$ cat config.mk
export PLATFORM = sky130hd
export DESIGN_NAME = ckgen_top
export DESIGN_NICKNAME = d
export VERILOG_FILES = /design/src/rtl/ckgen_pkg.sv /design/src/rtl/ckgen_top.sv
export SDC_FILE = /design/constraint.sdc
export NUM_CORES = 1
export LEC_CHECK = 0
export BUFFER_PORTS_ARGS = -buffer_cell sky130_fd_sc_hd__buf_2
export CORE_MARGIN = 2
export CORE_UTILIZATION = 45
export CTS_BUF_LIST = sky130_fd_sc_hd__clkbuf_2
export CTS_CLUSTER_SIZE = 14
export DETAILED_ROUTE_END_ITERATION = 10
export HOLD_SLACK_MARGIN = 0.03
export PLACE_DENSITY = 0.64
export SYNTH_ARGS = -nofsm -noshare
export SYNTH_HDL_FRONTEND = slang
export SYNTH_SLANG_ARGS = --single-unit
export TNS_END_PERCENT = 5
$ cat constraint.sdc
create_clock -name clock_in -period 4.05 [get_ports clock_in]
set_input_delay 0.81 -clock clock_in [delete_from_list [all_inputs] [get_ports clock_in]]
set_output_delay 0.81 -clock clock_in [all_outputs]
set_load 0.05 [all_outputs]
$ cat src/rtl/ckgen_pkg.sv
// clock generation and oscillator control: shared constants
// assumes a single 100 MHz system clock; all derived clocks are enable pulses
package ckgen_pkg;

    // ------------------------------------------------------------------
    // register map (byte offsets within the clock and reset block)
    // ------------------------------------------------------------------
    localparam logic [7:0] CKGEN_OFF_CTRL    = 8'h40; // clock_reset_control
    localparam logic [7:0] CKGEN_OFF_HFPRE   = 8'h42; // high_freq_prescaler
    localparam logic [7:0] CKGEN_OFF_SLPRE   = 8'h44; // slow clock prescaler
    localparam logic [7:0] CKGEN_OFF_AUXPRE  = 8'h46; // auxiliary prescaler

    // ------------------------------------------------------------------
    // clock_reset_control fields
    // ------------------------------------------------------------------
    localparam int CKGEN_CTRL_SLOW_SEL = 0;
    localparam int CKGEN_CTRL_HF_SEL   = 1; // high_freq_clock_select
    localparam int CKGEN_CTRL_PLL_PD   = 2; // pll_power_down
    localparam int CKGEN_CTRL_AUX1_EN  = 3;
    localparam int CKGEN_CTRL_AUX2_EN  = 4;
    localparam int CKGEN_CTRL_POR      = 5;
    localparam logic [7:0] CKGEN_CTRL_RESET = 8'h26; // por, pll off, main clock

    // ------------------------------------------------------------------
    // high_freq_prescaler fields: [3:0] divisor-1, [5:4] pll multiplier
    // ------------------------------------------------------------------
    localparam int CKGEN_HF_DIV_LSB  = 0;
    localparam int CKGEN_HF_MODE_LSB = 4;
    localparam logic [7:0] CKGEN_HF_RESET  = 8'h00;
    localparam logic [7:0] CKGEN_SL_RESET  = 8'hff; // slowest prescaled clock
    localparam logic [7:0] CKGEN_AUX_RESET = 8'h00;
    localparam int CKGEN_AUX2_LSB = 4;

    // pll multiplier codes
    localparam logic [1:0] CKGEN_MODE_X3 = 2'h0;
    localparam logic [1:0] CKGEN_MODE_X4 = 2'h1;
    localparam logic [7:0] CKGEN_MUL3    = 8'h03;
    localparam logic [7:0] CKGEN_MUL4    = 8'h04;
    localparam logic [7:0] CKGEN_MUL5    = 8'h05;

    // ------------------------------------------------------------------
    // stability countdowns
    // ------------------------------------------------------------------
    localparam logic [13:0] CKGEN_MAIN_PRESET = 14'h3fff;
    localparam logic [5:0]  CKGEN_SLOW_PRESET = 6'h3f;

    // ------------------------------------------------------------------
    // rates and times
    // ------------------------------------------------------------------
    localparam int CKGEN_CLK_MHZ  = 100;
    localparam int CKGEN_MAIN_MHZ = 12;
    localparam int CKGEN_PLL_LOCK_US = 100;  // pll settling time
    localparam int CKGEN_TOGGLE_NS   = 61036; // two slow oscillator periods
    // longest wait rounds down, least time rounds up
    localparam int CKGEN_PLL_LOCK_CYC = CKGEN_PLL_LOCK_US * CKGEN_CLK_MHZ;
    localparam int CKGEN_TOGGLE_CYC   = (CKGEN_TOGGLE_NS * CKGEN_CLK_MHZ) / 1000;

endpackage : ckgen_pkg

$ cat src/rtl/ckgen_top.sv
// clock generation and oscillator control, single-module implementation
// assumes oscillator pins are sampled synchronously to clock_in and that
// every derived clock is consumed as a one-cycle enable on clock_in
//
// Decided for this implementation: strobed register access and the register offsets.
`timescale 1ns/10ps

module ckgen_top
    import ckgen_pkg::*;
#(
    parameter int PLL_LOCK_CYC = CKGEN_PLL_LOCK_CYC,
    parameter int TOGGLE_CYC   = CKGEN_TOGGLE_CYC
) (
    // clock and reset
    input  wire logic       clock_in,
    input  wire logic       rst_in,
    // register port
    input  wire logic [7:0] addr_in,
    input  wire logic [7:0] wdata_in,
    input  wire logic       wr_in,
    input  wire logic       rd_in,
    output logic      [7:0] rdata_out,
    // power management and external reset
    input  wire logic       stop_main_osc_in,
    input  wire logic       stop_slow_osc_in,
    input  wire logic       sys_suspend_in,
    input  wire logic       ext_reset_n_in,
    // oscillator pins
    input  wire logic       main_osc_in,
    output logic            main_osc_out,
    input  wire logic       slow_osc_in,
    output logic            slow_osc_out,
    // derived clock enables and status
    output logic            main_clk_en_out,
    output logic            slow_clk_en_out,
    output logic            pll_clk_en_out,
    output logic            sys_clk_en_out,
    output logic            aux1_clk_en_out,
    output logic            aux2_clk_en_out,
    output logic            main_good_out,
    output logic            slow_good_out,
    output logic            int_reset_out
);

    // ------------------------------------------------------------------
    // state
    // ------------------------------------------------------------------
    typedef struct packed {
        logic        main_prev;
        logic        slow_prev;
        logic [13:0] main_cnt;
        logic        main_half;
        logic [5:0]  slow_cnt;
        logic        pre_half;
        logic [7:0]  pre_cnt;
        logic [15:0] toggle_cnt;
        logic [15:0] lock_cnt;
        logic [7:0]  pll_acc;
        logic        high_freq_clock_select;
        logic [7:0]  ctrl;
        logic [7:0]  hfpre;
        logic [7:0]  slpre;
        logic [7:0]  auxpre;
        logic [3:0]  sys_cnt;
        logic [3:0]  aux1_cnt;
        logic [3:0]  aux2_cnt;
        logic        main_en;
        logic        slow_en;
        logic        pll_en;
        logic        sys_en;
        logic        aux1_en;
        logic        aux2_en;
        logic [7:0]  rdata;
    } ckgen_state_t;

    ckgen_state_t state_q;
    ckgen_state_t state_d;

    // ------------------------------------------------------------------
    // helpers
    // ------------------------------------------------------------------
    // divide-by-(lim+1) on source ticks; returns {pulse, next count}
    function automatic logic [4:0] ckgen_div(input logic [3:0] cnt,
                                             input logic [3:0] lim,
                                             input logic       tick);
        return tick ? ((cnt >= lim) ? 5'h10 : {1'b0, cnt + 4'h1}) : {1'b0, cnt};
    endfunction : ckgen_div

    // pll multiplier code to main-clock-relative step
    function automatic logic [7:0] ckgen_mul(input logic [1:0] mode);
        logic [7:0] m;
        unique case (mode)
            CKGEN_MODE_X3: m = CKGEN_MUL3;
            CKGEN_MODE_X4: m = CKGEN_MUL4;
            default:       m = CKGEN_MUL5;
        endcase
        return m;
    endfunction : ckgen_mul

    localparam logic [15:0] LOCK_LAST   = 16'(PLL_LOCK_CYC - 1);
    localparam logic [15:0] TOGGLE_LAST = 16'(TOGGLE_CYC - 1);
    localparam logic [7:0]  MAIN_STEP   = 8'(CKGEN_MAIN_MHZ);
    localparam logic [7:0]  CLK_STEP    = 8'(CKGEN_CLK_MHZ);

    // ------------------------------------------------------------------
    // combinational observations
    // ------------------------------------------------------------------
    logic main_tick;
    logic slow_tick;
    logic main_good;
    logic slow_good;
    logic toggling;
    logic pll_locked;

    // edges only count while the oscillator is allowed to run
    assign main_tick  = main_osc_in & ~state_q.main_prev & ~stop_main_osc_in;
    assign slow_tick  = slow_osc_in & ~state_q.slow_prev & ~stop_slow_osc_in;
    // good drops combinationally with the stop request
    assign main_good  = (state_q.main_cnt == 14'h0000) & ~stop_main_osc_in;
    assign slow_good  = (state_q.slow_cnt == 6'h00) & ~stop_slow_osc_in;
    assign toggling   = (state_q.toggle_cnt != 16'h0000);
    assign pll_locked = (state_q.lock_cnt == LOCK_LAST);

    // inverting drive for a crystal; held off while stopped
    assign main_osc_out = ~main_osc_in & ~stop_main_osc_in;
    assign slow_osc_out = ~slow_osc_in & ~stop_slow_osc_in;

    // ------------------------------------------------------------------
    // next state
    // ------------------------------------------------------------------
    always_comb begin
        logic       slow_is_osc;
        logic       pre_tick;
        logic       pll_tick;
        logic       src_tick;
        logic [8:0] acc_sum;
        logic [4:0] sys_r;
        logic [4:0] a1_r;
        logic [4:0] a2_r;
        logic       aux_run1;
        logic       aux_run2;
        state_d     = state_q;
        slow_is_osc = 1'b0;
        pre_tick    = 1'b0;
        pll_tick    = 1'b0;
        src_tick    = 1'b0;
        acc_sum     = 9'h000;
        sys_r       = 5'h00;
        a1_r        = 5'h00;
        a2_r        = 5'h00;
        aux_run1    = 1'b0;
        aux_run2    = 1'b0;

        state_d.main_prev = main_osc_in;
        state_d.slow_prev = slow_osc_in;

        // main countdown: two oscillator cycles per count, so 32766 to good
        if (stop_main_osc_in || !ext_reset_n_in) begin
            state_d.main_cnt  = CKGEN_MAIN_PRESET;
            state_d.main_half = 1'b0;
        end else if (main_tick && state_q.main_cnt != 14'h0000) begin
            state_d.main_half = ~state_q.main_half;
            if (state_q.main_half) begin
                state_d.main_cnt = state_q.main_cnt - 14'h0001;
            end
        end

        // slow countdown
        if (stop_slow_osc_in) begin
            state_d.slow_cnt = CKGEN_SLOW_PRESET;
        end else if (slow_tick && state_q.slow_cnt != 6'h00) begin
            state_d.slow_cnt = state_q.slow_cnt - 6'h01;
        end

        // activity detector: reloaded on every slow edge, drains otherwise
        if (slow_tick) begin
            state_d.toggle_cnt = TOGGLE_LAST;
        end else if (toggling) begin
            state_d.toggle_cnt = state_q.toggle_cnt - 16'h0001;
        end

        // slow source: oscillator only when selected, good and toggling
        slow_is_osc = state_q.ctrl[CKGEN_CTRL_SLOW_SEL] & slow_good & toggling;

        // prescaler: fixed halving then 8-bit divider, stopped when unused
        if (slow_is_osc) begin
            state_d.pre_half = 1'b0;
            state_d.pre_cnt  = 8'h00;
        end else if (main_tick) begin
            state_d.pre_half = ~state_q.pre_half;
            if (state_q.pre_half) begin
                if (state_q.pre_cnt >= state_q.slpre) begin
                    state_d.pre_cnt = 8'h00;
                    pre_tick        = 1'b1;
                end else begin
                    state_d.pre_cnt = state_q.pre_cnt + 8'h01;
                end
            end
        end
        // switching between whole pulses of either source cannot truncate one
        state_d.slow_en = slow_is_osc ? slow_tick : pre_tick;

        // pll lock timer runs while powered and the main clock is good
        if (state_q.ctrl[CKGEN_CTRL_PLL_PD] || !main_good) begin
            state_d.lock_cnt = 16'h0000;
        end else if (!pll_locked) begin
            state_d.lock_cnt = state_q.lock_cnt + 16'h0001;
        end

        // pll output as a rate accumulator at multiplier times main rate
        if (pll_locked) begin
            acc_sum = {1'b0, state_q.pll_acc}
                    + 9'(MAIN_STEP * ckgen_mul(state_q.hfpre[CKGEN_HF_MODE_LSB +: 2]));
            if (acc_sum >= {1'b0, CLK_STEP}) begin
                pll_tick        = 1'b1;
                state_d.pll_acc = 8'(acc_sum - {1'b0, CLK_STEP});
            end else begin
                state_d.pll_acc = acc_sum[7:0];
            end
        end else begin
            state_d.pll_acc = 8'h00;
        end

        // auxiliary clocks, each optionally immune to suspend
        aux_run1 = ~sys_suspend_in | state_q.ctrl[CKGEN_CTRL_AUX1_EN];
        aux_run2 = ~sys_suspend_in | state_q.ctrl[CKGEN_CTRL_AUX2_EN];
        a1_r = ckgen_div(state_q.aux1_cnt, state_q.auxpre[3:0], main_tick);
        a2_r = ckgen_div(state_q.aux2_cnt, state_q.auxpre[CKGEN_AUX2_LSB +: 4], main_tick);
        state_d.aux1_cnt = a1_r[3:0];
        state_d.aux2_cnt = a2_r[3:0];
        state_d.aux1_en  = a1_r[4] & aux_run1;
        state_d.aux2_en  = a2_r[4] & aux_run2;

        state_d.main_en = main_tick;
        state_d.pll_en  = pll_tick;

        // register writes
        if (wr_in) begin
            unique case (addr_in)
                CKGEN_OFF_CTRL: begin
                    state_d.ctrl = {2'b00, wdata_in[5:0]};
                    // zero only taken once the pll has settled
                    if (wdata_in[CKGEN_CTRL_HF_SEL]) begin
                        state_d.high_freq_clock_select = 1'b1;
                    end else if (pll_locked && !wdata_in[CKGEN_CTRL_PLL_PD]) begin
                        state_d.high_freq_clock_select = 1'b0;
                    end
                end
                CKGEN_OFF_HFPRE:  state_d.hfpre  = {2'b00, wdata_in[5:0]};
                CKGEN_OFF_SLPRE:  state_d.slpre  = wdata_in;
                CKGEN_OFF_AUXPRE: state_d.auxpre = wdata_in;
                default: ;
            endcase
        end
        if (state_d.ctrl[CKGEN_CTRL_PLL_PD] || !pll_locked) begin // no pll: main clock
            state_d.high_freq_clock_select = 1'b1;
        end

        // system source and divider; divider restarts on any source change
        src_tick = state_q.high_freq_clock_select ? main_tick : pll_tick;
        sys_r    = ckgen_div(state_q.sys_cnt, state_q.hfpre[CKGEN_HF_DIV_LSB +: 4], src_tick);
        if (state_d.high_freq_clock_select != state_q.high_freq_clock_select) begin
            state_d.sys_cnt = 4'h0;
            state_d.sys_en  = 1'b0;
        end else begin
            state_d.sys_cnt = sys_r[3:0];
            state_d.sys_en  = sys_r[4] & ~sys_suspend_in;
        end

        // register reads: data valid in the following cycle only
        state_d.rdata = 8'h00;
        if (rd_in) begin
            unique case (addr_in)
                CKGEN_OFF_CTRL: begin
                    state_d.rdata = state_q.ctrl;
                    state_d.rdata[CKGEN_CTRL_HF_SEL] = state_q.high_freq_clock_select;
                end
                CKGEN_OFF_HFPRE:  state_d.rdata = state_q.hfpre;
                CKGEN_OFF_SLPRE:  state_d.rdata = state_q.slpre;
                CKGEN_OFF_AUXPRE: state_d.rdata = state_q.auxpre;
                default:          state_d.rdata = 8'h00;
            endcase
        end
    end

    // ------------------------------------------------------------------
    // state register
    // ------------------------------------------------------------------
    always_ff @(posedge clock_in) begin
        if (rst_in) begin
            state_q            <= '0;
            state_q.main_cnt   <= CKGEN_MAIN_PRESET;
            state_q.slow_cnt   <= CKGEN_SLOW_PRESET;
            state_q.high_freq_clock_select       <= 1'b1;
            state_q.ctrl       <= CKGEN_CTRL_RESET;
            state_q.hfpre      <= CKGEN_HF_RESET;
            state_q.slpre      <= CKGEN_SL_RESET;
            state_q.auxpre     <= CKGEN_AUX_RESET;
        end else begin
            state_q <= state_d;
        end
    end

    // ------------------------------------------------------------------
    // outputs
    // ------------------------------------------------------------------
    assign rdata_out       = state_q.rdata;
    assign main_clk_en_out = state_q.main_en;
    assign slow_clk_en_out = state_q.slow_en;
    assign pll_clk_en_out  = state_q.pll_en;
    assign sys_clk_en_out  = state_q.sys_en;
    assign aux1_clk_en_out = state_q.aux1_en;
    assign aux2_clk_en_out = state_q.aux2_en;
    assign main_good_out   = main_good;
    assign slow_good_out   = slow_good;
    // held until countdown done and external reset released
    assign int_reset_out   = ~main_good | ~ext_reset_n_in;

endmodule : ckgen_top

; ---- After elaboration in Yosys (flattened, before gate mapping)
; Index checks and enable logic that the tools add are counted.
[classes]
addsub = 10
n_bitwise = 29
div_mod_pow = 0
n_eq_ne = 7
order_cmp = 5
mul = 1
n_reduce_logical = 31
n_shift = 0
n_mux = 28
[ops]
columns = operator, n
row1 = 8-bit two-way mux, 5
row2 = 33-bit two-way mux, 1
row3 = "8-bit by 7-bit equality test with 1-bit output, second input constant", 4
row4 = 8-bit one-hot mux with 4 select lines, 1
row5 = 5-bit two-way mux, 6
row6 = 13-bit two-way mux, 2
row7 = "16-bit by 1-bit adder with 16-bit output, second input constant", 1
row8 = "16-bit by 14-bit equality test with 1-bit output, second input constant", 1
row9 = 16-bit nonzero test, 1
row10 = 2-bit OR reduction, 8
row11 = "16-bit by 1-bit subtractor with 16-bit output, second input constant", 1
row12 = 14-bit logical NOT, 1
row13 = 14-bit nonzero test, 1
row14 = "14-bit by 1-bit subtractor with 14-bit output, second input constant", 1
row15 = 1-bit bitwise AND, 13
row16 = 1-bit inverter, 13
row17 = "4-bit by 1-bit adder with 4-bit output, second input constant", 3
row18 = 4-bit >= comparator, 3
row19 = 2-bit AND reduction, 6
row20 = 1-bit two-way mux, 10
row21 = 8-bit by 9-bit adder with 9-bit output, 1
row22 = "9-bit by 7-bit >= comparator with 1-bit output, second input constant", 1
row23 = 9-bit two-way mux, 1
row24 = "8-bit by 1-bit adder with 8-bit output, second input constant", 1
row25 = 16 further kinds, 25
[word_totals]
ram_bits = 0
latchBits = 0
regBits = 127
elab_cells = 138
out_inout_bits = 19
rom_bits = 0
n_memories = 0

; ---- Longest topological paths before layout
; Gate-level depths: netlist of the first run.
[logic_depth]
depth_word = 11
mapped_depth = 10

; ---- Worst setup path after synthesis of the first run
; No wires, ideal clock.
[synth_path]
kind = reg2out
startpoint = register state_q[121] in the netlist's numbering
endpoint = output port int_reset_out
slack_ps = 776
path_buffers = 0
stages_incl_launch_ff = 6
t_arrival_ps = 2464
t_required_ps = 3240
path_cell_list = dfxtp_1 -> nor4_1 -> nor4bb_1 -> nand2_1 -> nor2_1 -> nand2_1
[synth_via]
elab_chain_cells = 4
[synth_rtl]
columns = element, line
row1 = from (decl), ckgen_top.sv:76  ; ckgen_state_t state_q;
row2 = from (signal assigned), ckgen_top.sv:300  ; state_q <= state_d;
row3 = 14-bit logical NOT, ckgen_top.sv:119  ; assign main_good = (state_q.main_cnt == 14'h0000) & ~stop_main_osc_in;
row4 = 1-bit bitwise AND, ckgen_top.sv:119
row5 = net main_good_out, ckgen_top.sv:40  ; output logic main_good_out,
row6 = 1-bit inverter, ckgen_top.sv:317  ; assign int_reset_out = ~main_good | ~ext_reset_n_in;
row7 = 1-bit bitwise OR, ckgen_top.sv:317
row8 = to (decl), ckgen_top.sv:42  ; output logic int_reset_out
; The timed path passes the listed nets, and every way through them passes these cells.

; ---- Final worst setup path of the first run
[layout_path]
startpoint = register state_q[121] in the netlist's numbering
endpoint = output port main_good_out
[layout_via]
elab_chain_cells = 2
[layout_rtl]
columns = element, line
row1 = 14-bit logical NOT, ckgen_top.sv:119
row2 = 1-bit bitwise AND, ckgen_top.sv:119
row3 = to (decl), ckgen_top.sv:40
; Every way passes these cells.

==> impl_metrics.yaml, run 1 <==
run_status:
  status: "complete, no violations"
worst_setup_path:
  crit_arrival_ns: 2.69
  r2r_slack_ns: 0.93
  critPathKind: "reg -> out"
  start_kind: "flop"
  worst-r2r-cell-count: 10
  required_ns: 3.24
  cp_max_fo: 5
  rr_endpoint: "state_q[24]$_SDFFE_PP0P_"
  cp-end-kind: "output pin"
  reg2reg_from: "state_q[47]$_SDFFE_PP0P_"
timing:
  relSlewSlack_pct: 26.6
  fin_crit_sh_pct: 86.5
  tightest_slew_ns: 1.07
  hold_violations: 0
  report.final.slew_viol_count: 0
  period_minus_slack_ns: 3.50
  finalSetupTns_ns: 0
  fin_ws_ns: 0.546
  rsz0062_at_grt: "no"
  finClkSkew_ns: 0.0200
  finalSetupViolCount: 0
  fmax_mhz: 285
  fin_hold_ws_ns: 0.318
synthesis:
  avgSynthCellArea_um2: 8.88
  async_flop_share_pct: 0
  ys_ff_latch: 124
  yosysWarnings: 0
  synth.distinct_cells: 59
  synth_top_area_cell: "dfxtp_1"
  synth.cell_area_mm2: 0.00613
  synth_edf_count: 0
  synthCells: 690
  synth_flop_cell: "dfxtp_1"
  synth_common_cells: "124 x dfxtp_1, 101 x nor2_1, 50 x nand2_1"
  synth_top_area_share_pct: 40.5
  yosys-top-cells-area: "dfxtp_1 40%, ha_1 7.1%, nor2_1 6.2%, xnor2_1 4.7%, xor2_1 3.9%"
  ys_seq_area_share_pct: 40.5
  yosysMostFrequentCell: "dfxtp_1"
worst_hold_path:
  hp-start: "wdata_in[7]"
  min_to: "state_q[41]$_SDFFE_PP1P_"
  hold-path-cell-count: 2
  hold_path.class: "in -> reg"
route:
  wirelength_mm: 12.2
  first_pass_iters: 5
  vias: 4738
  wl_per_cell_um: 13.3
  drc: 0
  viasPerCell: 5.16
  drtAntennaViolNets: 0
  drt_iter0_drc: 210
placement:
  hpwl_mm: 9.11
  place_ws_ns: 0.912
  port_buffers: 44
  postPlaceCellArea_mm2: 0.00646
  gp_congestion: 0.802
clock_network:
  clk_latency_ns: 0.69
  cts.path.max_buffers: 2
  cts_buffers: 17
  cts_tree: "built"
  post_cts_resize_count: 0
  ctsHoldBuffers: 0
  post_cts_buffers: 0
  cts_max_level: 4
  cts.clk_slew.worst_paths_ns: 0.18
  clkSinkCount: 124
  cts_root_buf: "clkbuf_2"
global_routing:
  grtUsageMet3_pct: 5.05
  grt_pass1_vias: 4671
  grt_start_max_net_pins: 35
  grt_antenna_before_repair: 0
  grt_util_met2_pct: 30.9
  overflow: 0
  grt_busiest_layer: "met2"
  track_usage_pct: 17.9
  gr-usage-met1_pct: 21.2
  grt_pass1_wl_mm: 20.9
floorplanning:
  rows: 42
  die_w_um: 121
  start_util_pct: 46.1
  dieArea_mm2: 0.0146
  die_h_um: 121
  io_pins: 45
  core_mm2: 0.0133
cells_and_area:
  final_cell_area_mm2: 0.00670
  drive_gt1_share_pct: 13.1
  antenna_cells: 0
  final_nets: 792
  synthToLayoutAreaGrowth_pct: 9.27
power:
  p_per_area_mw_per_mm2: 370
  finalPower_mw: 2.48
  ir_worst_vdd_v: 0.000341
  cellLeakagePower_nw: 2.76
run:
  cap_violations: 0
==> kinds of logic (layout without fill, tap and decap cells) <==
family	Yosys count	in the layout	share of synthesized area, %
muxes	28	28	5.80
DFF	124	124	40.5
and+or+nand+nor	277	277	22.7
adders and majority gates	36	36	7.47
xor gates and xnor gates	60	60	8.57
buffers and inverters	72	124	5.10
AOI/OAI and AO/OA	92	92	9.82
other	1	2	0.0612
==> cell type report <==
| class | instances | area (um^2) |
|---|---|---|
| clock buffers | 22 | 110 |
| repair buffers | 49 | 258 |
| multi-input cells | 495 | 3340 |
| inverters | 43 | 161 |
| fillers | 1268 | 6600 |
| flip-flops and latches | 124 | 2480 |
| well taps | 176 | 220 |
| clock inverters | 10 | 123 |
==> worst max-delay path, stage by stage, from the launching register on <==
cell and delay (ns):
dfxtp_1 0.38, nor4_1 0.36, nor4bb_1 0.55, nand2_1 0.16, nor2_1 0.25, buf_2 0.32
==> layer usage <==
layer	share of wire, %	vias to the layer above
met5	0	-
met4	1.5	0
met3	3.1	14
met2	50	66
met1	46	2220
li1	-	2438
==> layout by cell type, fill, tap and decap left out, drive strengths merged, types with 6 or more instances in the layout <==
cell type	count
nand4	9
nand3b	6
clkinv	7
dfxtp	124
nand3	16
or4	7
mux4	6
nor2	101
xnor2	33
xor2	27
and3	6
buf	49
nand2	50
a211o	8
nand2b	15
o21ai	20
clkbuf	22
mux2i	22
nor3	13
ha	35
a21o	8
a21oi	30
or3	10
nor4	7
nor2b	11
inv	43
==> power by group <==
group          internal, mW  switching [mW]  leakage (nW)
Combinational         0.158           0.203          1.60
Sequential             1.28          0.0512          1.00
Clock                 0.348           0.437         0.156
==> worst max path at each step <==
stage,startpoint,endpoint,slack [ns],cells after the start
after global routing,state_q[121]$_SDFFE_PP1P_,int_reset_out,0.22,6
after CTS,state_q[121]$_SDFFE_PP1P_,main_good_out,0.44,5
after global placement,state_q[47]$_SDFFE_PP0P_,state_q[25]$_SDFFE_PP0P_,1.07,10
after detailed placement,state_q[47]$_SDFFE_PP0P_,state_q[24]$_SDFFE_PP0P_,0.91,10
after floorplan,state_q[121]$_SDFFE_PP1P_,int_reset_out,0.78,5
final,state_q[121]$_SDFFE_PP1P_,main_good_out,0.55,5
==> flip-flops by register name, summed over array words and instances, names as in the netlist <==
name and count:
aux1_clk_en_out 1, aux2_clk_en_out 1, main_clk_en_out 1, pll_clk_en_out 1, rdata_out 8, slow_clk_en_out 1, state_q 110, sys_clk_en_out 1
==> metrics by stage <==
| step | utilization, % | instances |
|---|---|---|
| final | 50.4 | 919 |
| after global routing | 50.4 | 919 |
| after global placement | 48.6 | 887 |
| after detailed placement | 48.6 | 887 |
| after CTS | 50.4 | 919 |
| after floorplan | - | 691 |
Note: power is estimated with default switching activity, not from simulation.
==> inputs of run 2 (changes only) <==
--- a/config.mk
+++ b/config.mk
@@ -5,14 +5,15 @@
 export SDC_FILE = /design/constraint.sdc
 export NUM_CORES = 1
 export LEC_CHECK = 0
-export BUFFER_PORTS_ARGS = -buffer_cell sky130_fd_sc_hd__buf_2
 export CORE_MARGIN = 2
 export CORE_UTILIZATION = 45
 export CTS_BUF_LIST = sky130_fd_sc_hd__clkbuf_2
 export CTS_CLUSTER_SIZE = 14
 export DETAILED_ROUTE_END_ITERATION = 10
+export DONT_BUFFER_PORTS = 1
 export HOLD_SLACK_MARGIN = 0.03
-export PLACE_DENSITY = 0.64
+export PLACE_DENSITY = 0.62
+export SLEW_MARGIN = 30
 export SYNTH_ARGS = -nofsm -noshare
 export SYNTH_HDL_FRONTEND = slang
 export SYNTH_SLANG_ARGS = --single-unit
==> run 2 against run 1 <==
Effect of this change:
- sequential power barely moved
- global-route usage fell by 0.050 points
- register-to-register slack lost 0.12 ns
- first-iteration DRC count up 22%
- clock-buffer cell count is 2 lower
- critical endpoint is now int_reset_out
==> impl_metrics.yaml, run 2 (synthesis results as in run 1) <==
run_status:
  status: "complete, no violations"
route:
  first_pass_iters: 9
  drt_iter0_drc: 256
  wl_met2_mm: 5.99
  drtAntennaViolNets: 0
  wl_met3_um: 723
  drc: 0
  viasPerCell: 5.26
  wirelength_mm: 12.4
  drt-met1-wl_mm: 5.58
  vias: 4586
  wl_per_cell_um: 14.2
  dr.max_layer_used: "met4"
timing:
  fmax_mhz: 286
  fin_hold_ws_ns: 0.209
  finClkSkew_ns: 0.0171
  fin_crit_sh_pct: 86.4
  report.final.slew_viol_count: 0
  period_minus_slack_ns: 3.50
  tightest_slew_ns: 0.918
  hold_violations: 0
  finalSetupViolCount: 0
  rsz0062_at_grt: "no"
  relSlewSlack_pct: 38.6
  finalSetupTns_ns: 0
power:
  p_per_area_mw_per_mm2: 352
  cellLeakagePower_nw: 2.52
  ir_worst_vdd_v: 0.000282
cells_and_area:
  final_common_cell: "dfxtp_1"
  final_cell_mix: "124 x dfxtp_1, 100 x nor2_1, 50 x nand2_1"
  final_nets: 750
  top_register: "state_q"
  final_cell_area_mm2: 0.00642
  seqCellArea_mm2: 0.00248
  multi_input_area_mm2: 0.00335
  largest_reg_flops: 110
  antenna_cells: 0
  fillerInstances: 1282
  synthToLayoutAreaGrowth_pct: 4.67
  drive_gt1_share_pct: 6.90
placement:
  postPlaceCellArea_mm2: 0.00626
  hpwl_mm: 9.04
  port_buffers: 0
  gp_congestion: 0.804
worst_setup_path:
  worst-r2r-cell-count: 10
  cp-startpoint: "state_q[121]$_SDFFE_PP1P_"
  critPathKind: "reg -> out"
  start_kind: "flop"
  cp_max_fo: 5
  cp-end-kind: "output pin"
  required_ns: 3.24
  reg2reg_from: "state_q[47]$_SDFFE_PP0P_"
  crit_arrival_ns: 2.69
global_routing:
  grt_antenna_before_repair: 0
  track_usage_pct: 17.8
  grt_pass1_wl_mm: 20.7
  grt_start_max_net_pins: 54
  grt_pass1_vias: 4482
  overflow: 0
floorplanning:
  start_util_pct: 46.1
  io_pins: 45
  die_w_um: 121
  dieArea_mm2: 0.0146
  rows: 42
  die_h_um: 121
  core_mm2: 0.0133
clock_network:
  cts_buffers: 17
  cts_root_buf: "clkbuf_2"
  cts.path.max_buffers: 2
  clk_latency_ns: 0.65
  ctsHoldBuffers: 0
  post_cts_buffers: 0
  clkSinkCount: 124
  cts_tree: "built"
  post_cts_resize_count: 0
  cts_max_level: 4
  cts.clk_slew.worst_paths_ns: 0.16
worst_hold_path:
  hold_path.class: "in -> reg"
  hold-path-cell-count: 1
  hp-start: "rst_in"
run:
  cap_violations: 0
[run 2: cell types whose count changed in the layout (fill, tap and decap cells not counted)]
cell,previous run,this run
buf_2,44,0
clkinv_2,5,1
clkinv_1,2,5
buf_4,5,7
bufinv_16,3,1
clkbuf_2,22,20
nor2_1,101,100
nor2_2,0,1
[run 2: routing by layer]
layer	vias up	global-route usage, %
met5	-	0
met4	0	5.23
met3	10	5.75
met2	79	30.6
met1	2156	21.3
li1	2341	-
[run 2: critical path: stages (launching register included)]
cell and delay (ns):
dfxtp_1 0.37, nor4_1 0.35, nor4bb_1 0.59, nand2_1 0.14
nor2_1 0.11, buf_4 0.23, nand2_1 0.07, buf_4 0.19
[run 2: where the power goes]
part	internal [mW]	switching, mW	total (mW)	leakage (nW)
clock network	0.201	0.404	0.605	0.109
registers	1.28	0.0573	1.34	1.00
logic	0.148	0.172	0.321	1.41
total	1.63	0.633	2.26	2.52
[run 2: metrics by stage]
step | std cells | power, mW | worst slack (ns) | utilization, %
2_1_floorplan | 691 | 1.64 | 0.776 | -
3_3_place_gp | 845 | 1.66 | 1.03 | 47.1
3_5_place_dp | 845 | 1.68 | 0.905 | 47.1
4_1_cts | 872 | 2.30 | 0.465 | 48.2
5_1_grt | 872 | 2.40 | 0.189 | 48.3
6_report | 872 | 2.26 | 0.552 | 48.3
[run 2: final cells by class]
type,count,area share (%)
Multi-Input combinational cell,495,52.1
Sequential cell,124,38.7
Tap cell,176,3.43
Inverter,43,2.52
Clock buffer,20,1.56
Clock inverter,7,0.839
Timing Repair Buffer,7,0.819
[run 2: path summary, 6_finish.rpt]
| check | slack, ns | endpoint |
|---|---|---|
| max reg2reg | 0.81 | state_q[25]$_SDFFE_PP0P_ |
| max | 0.55 | int_reset_out |
| min | 0.21 | state_q[33]$_SDFFE_PP0P_ |
| min reg2reg | 0.51 | state_q[55]$_SDFFE_PP1P_ |
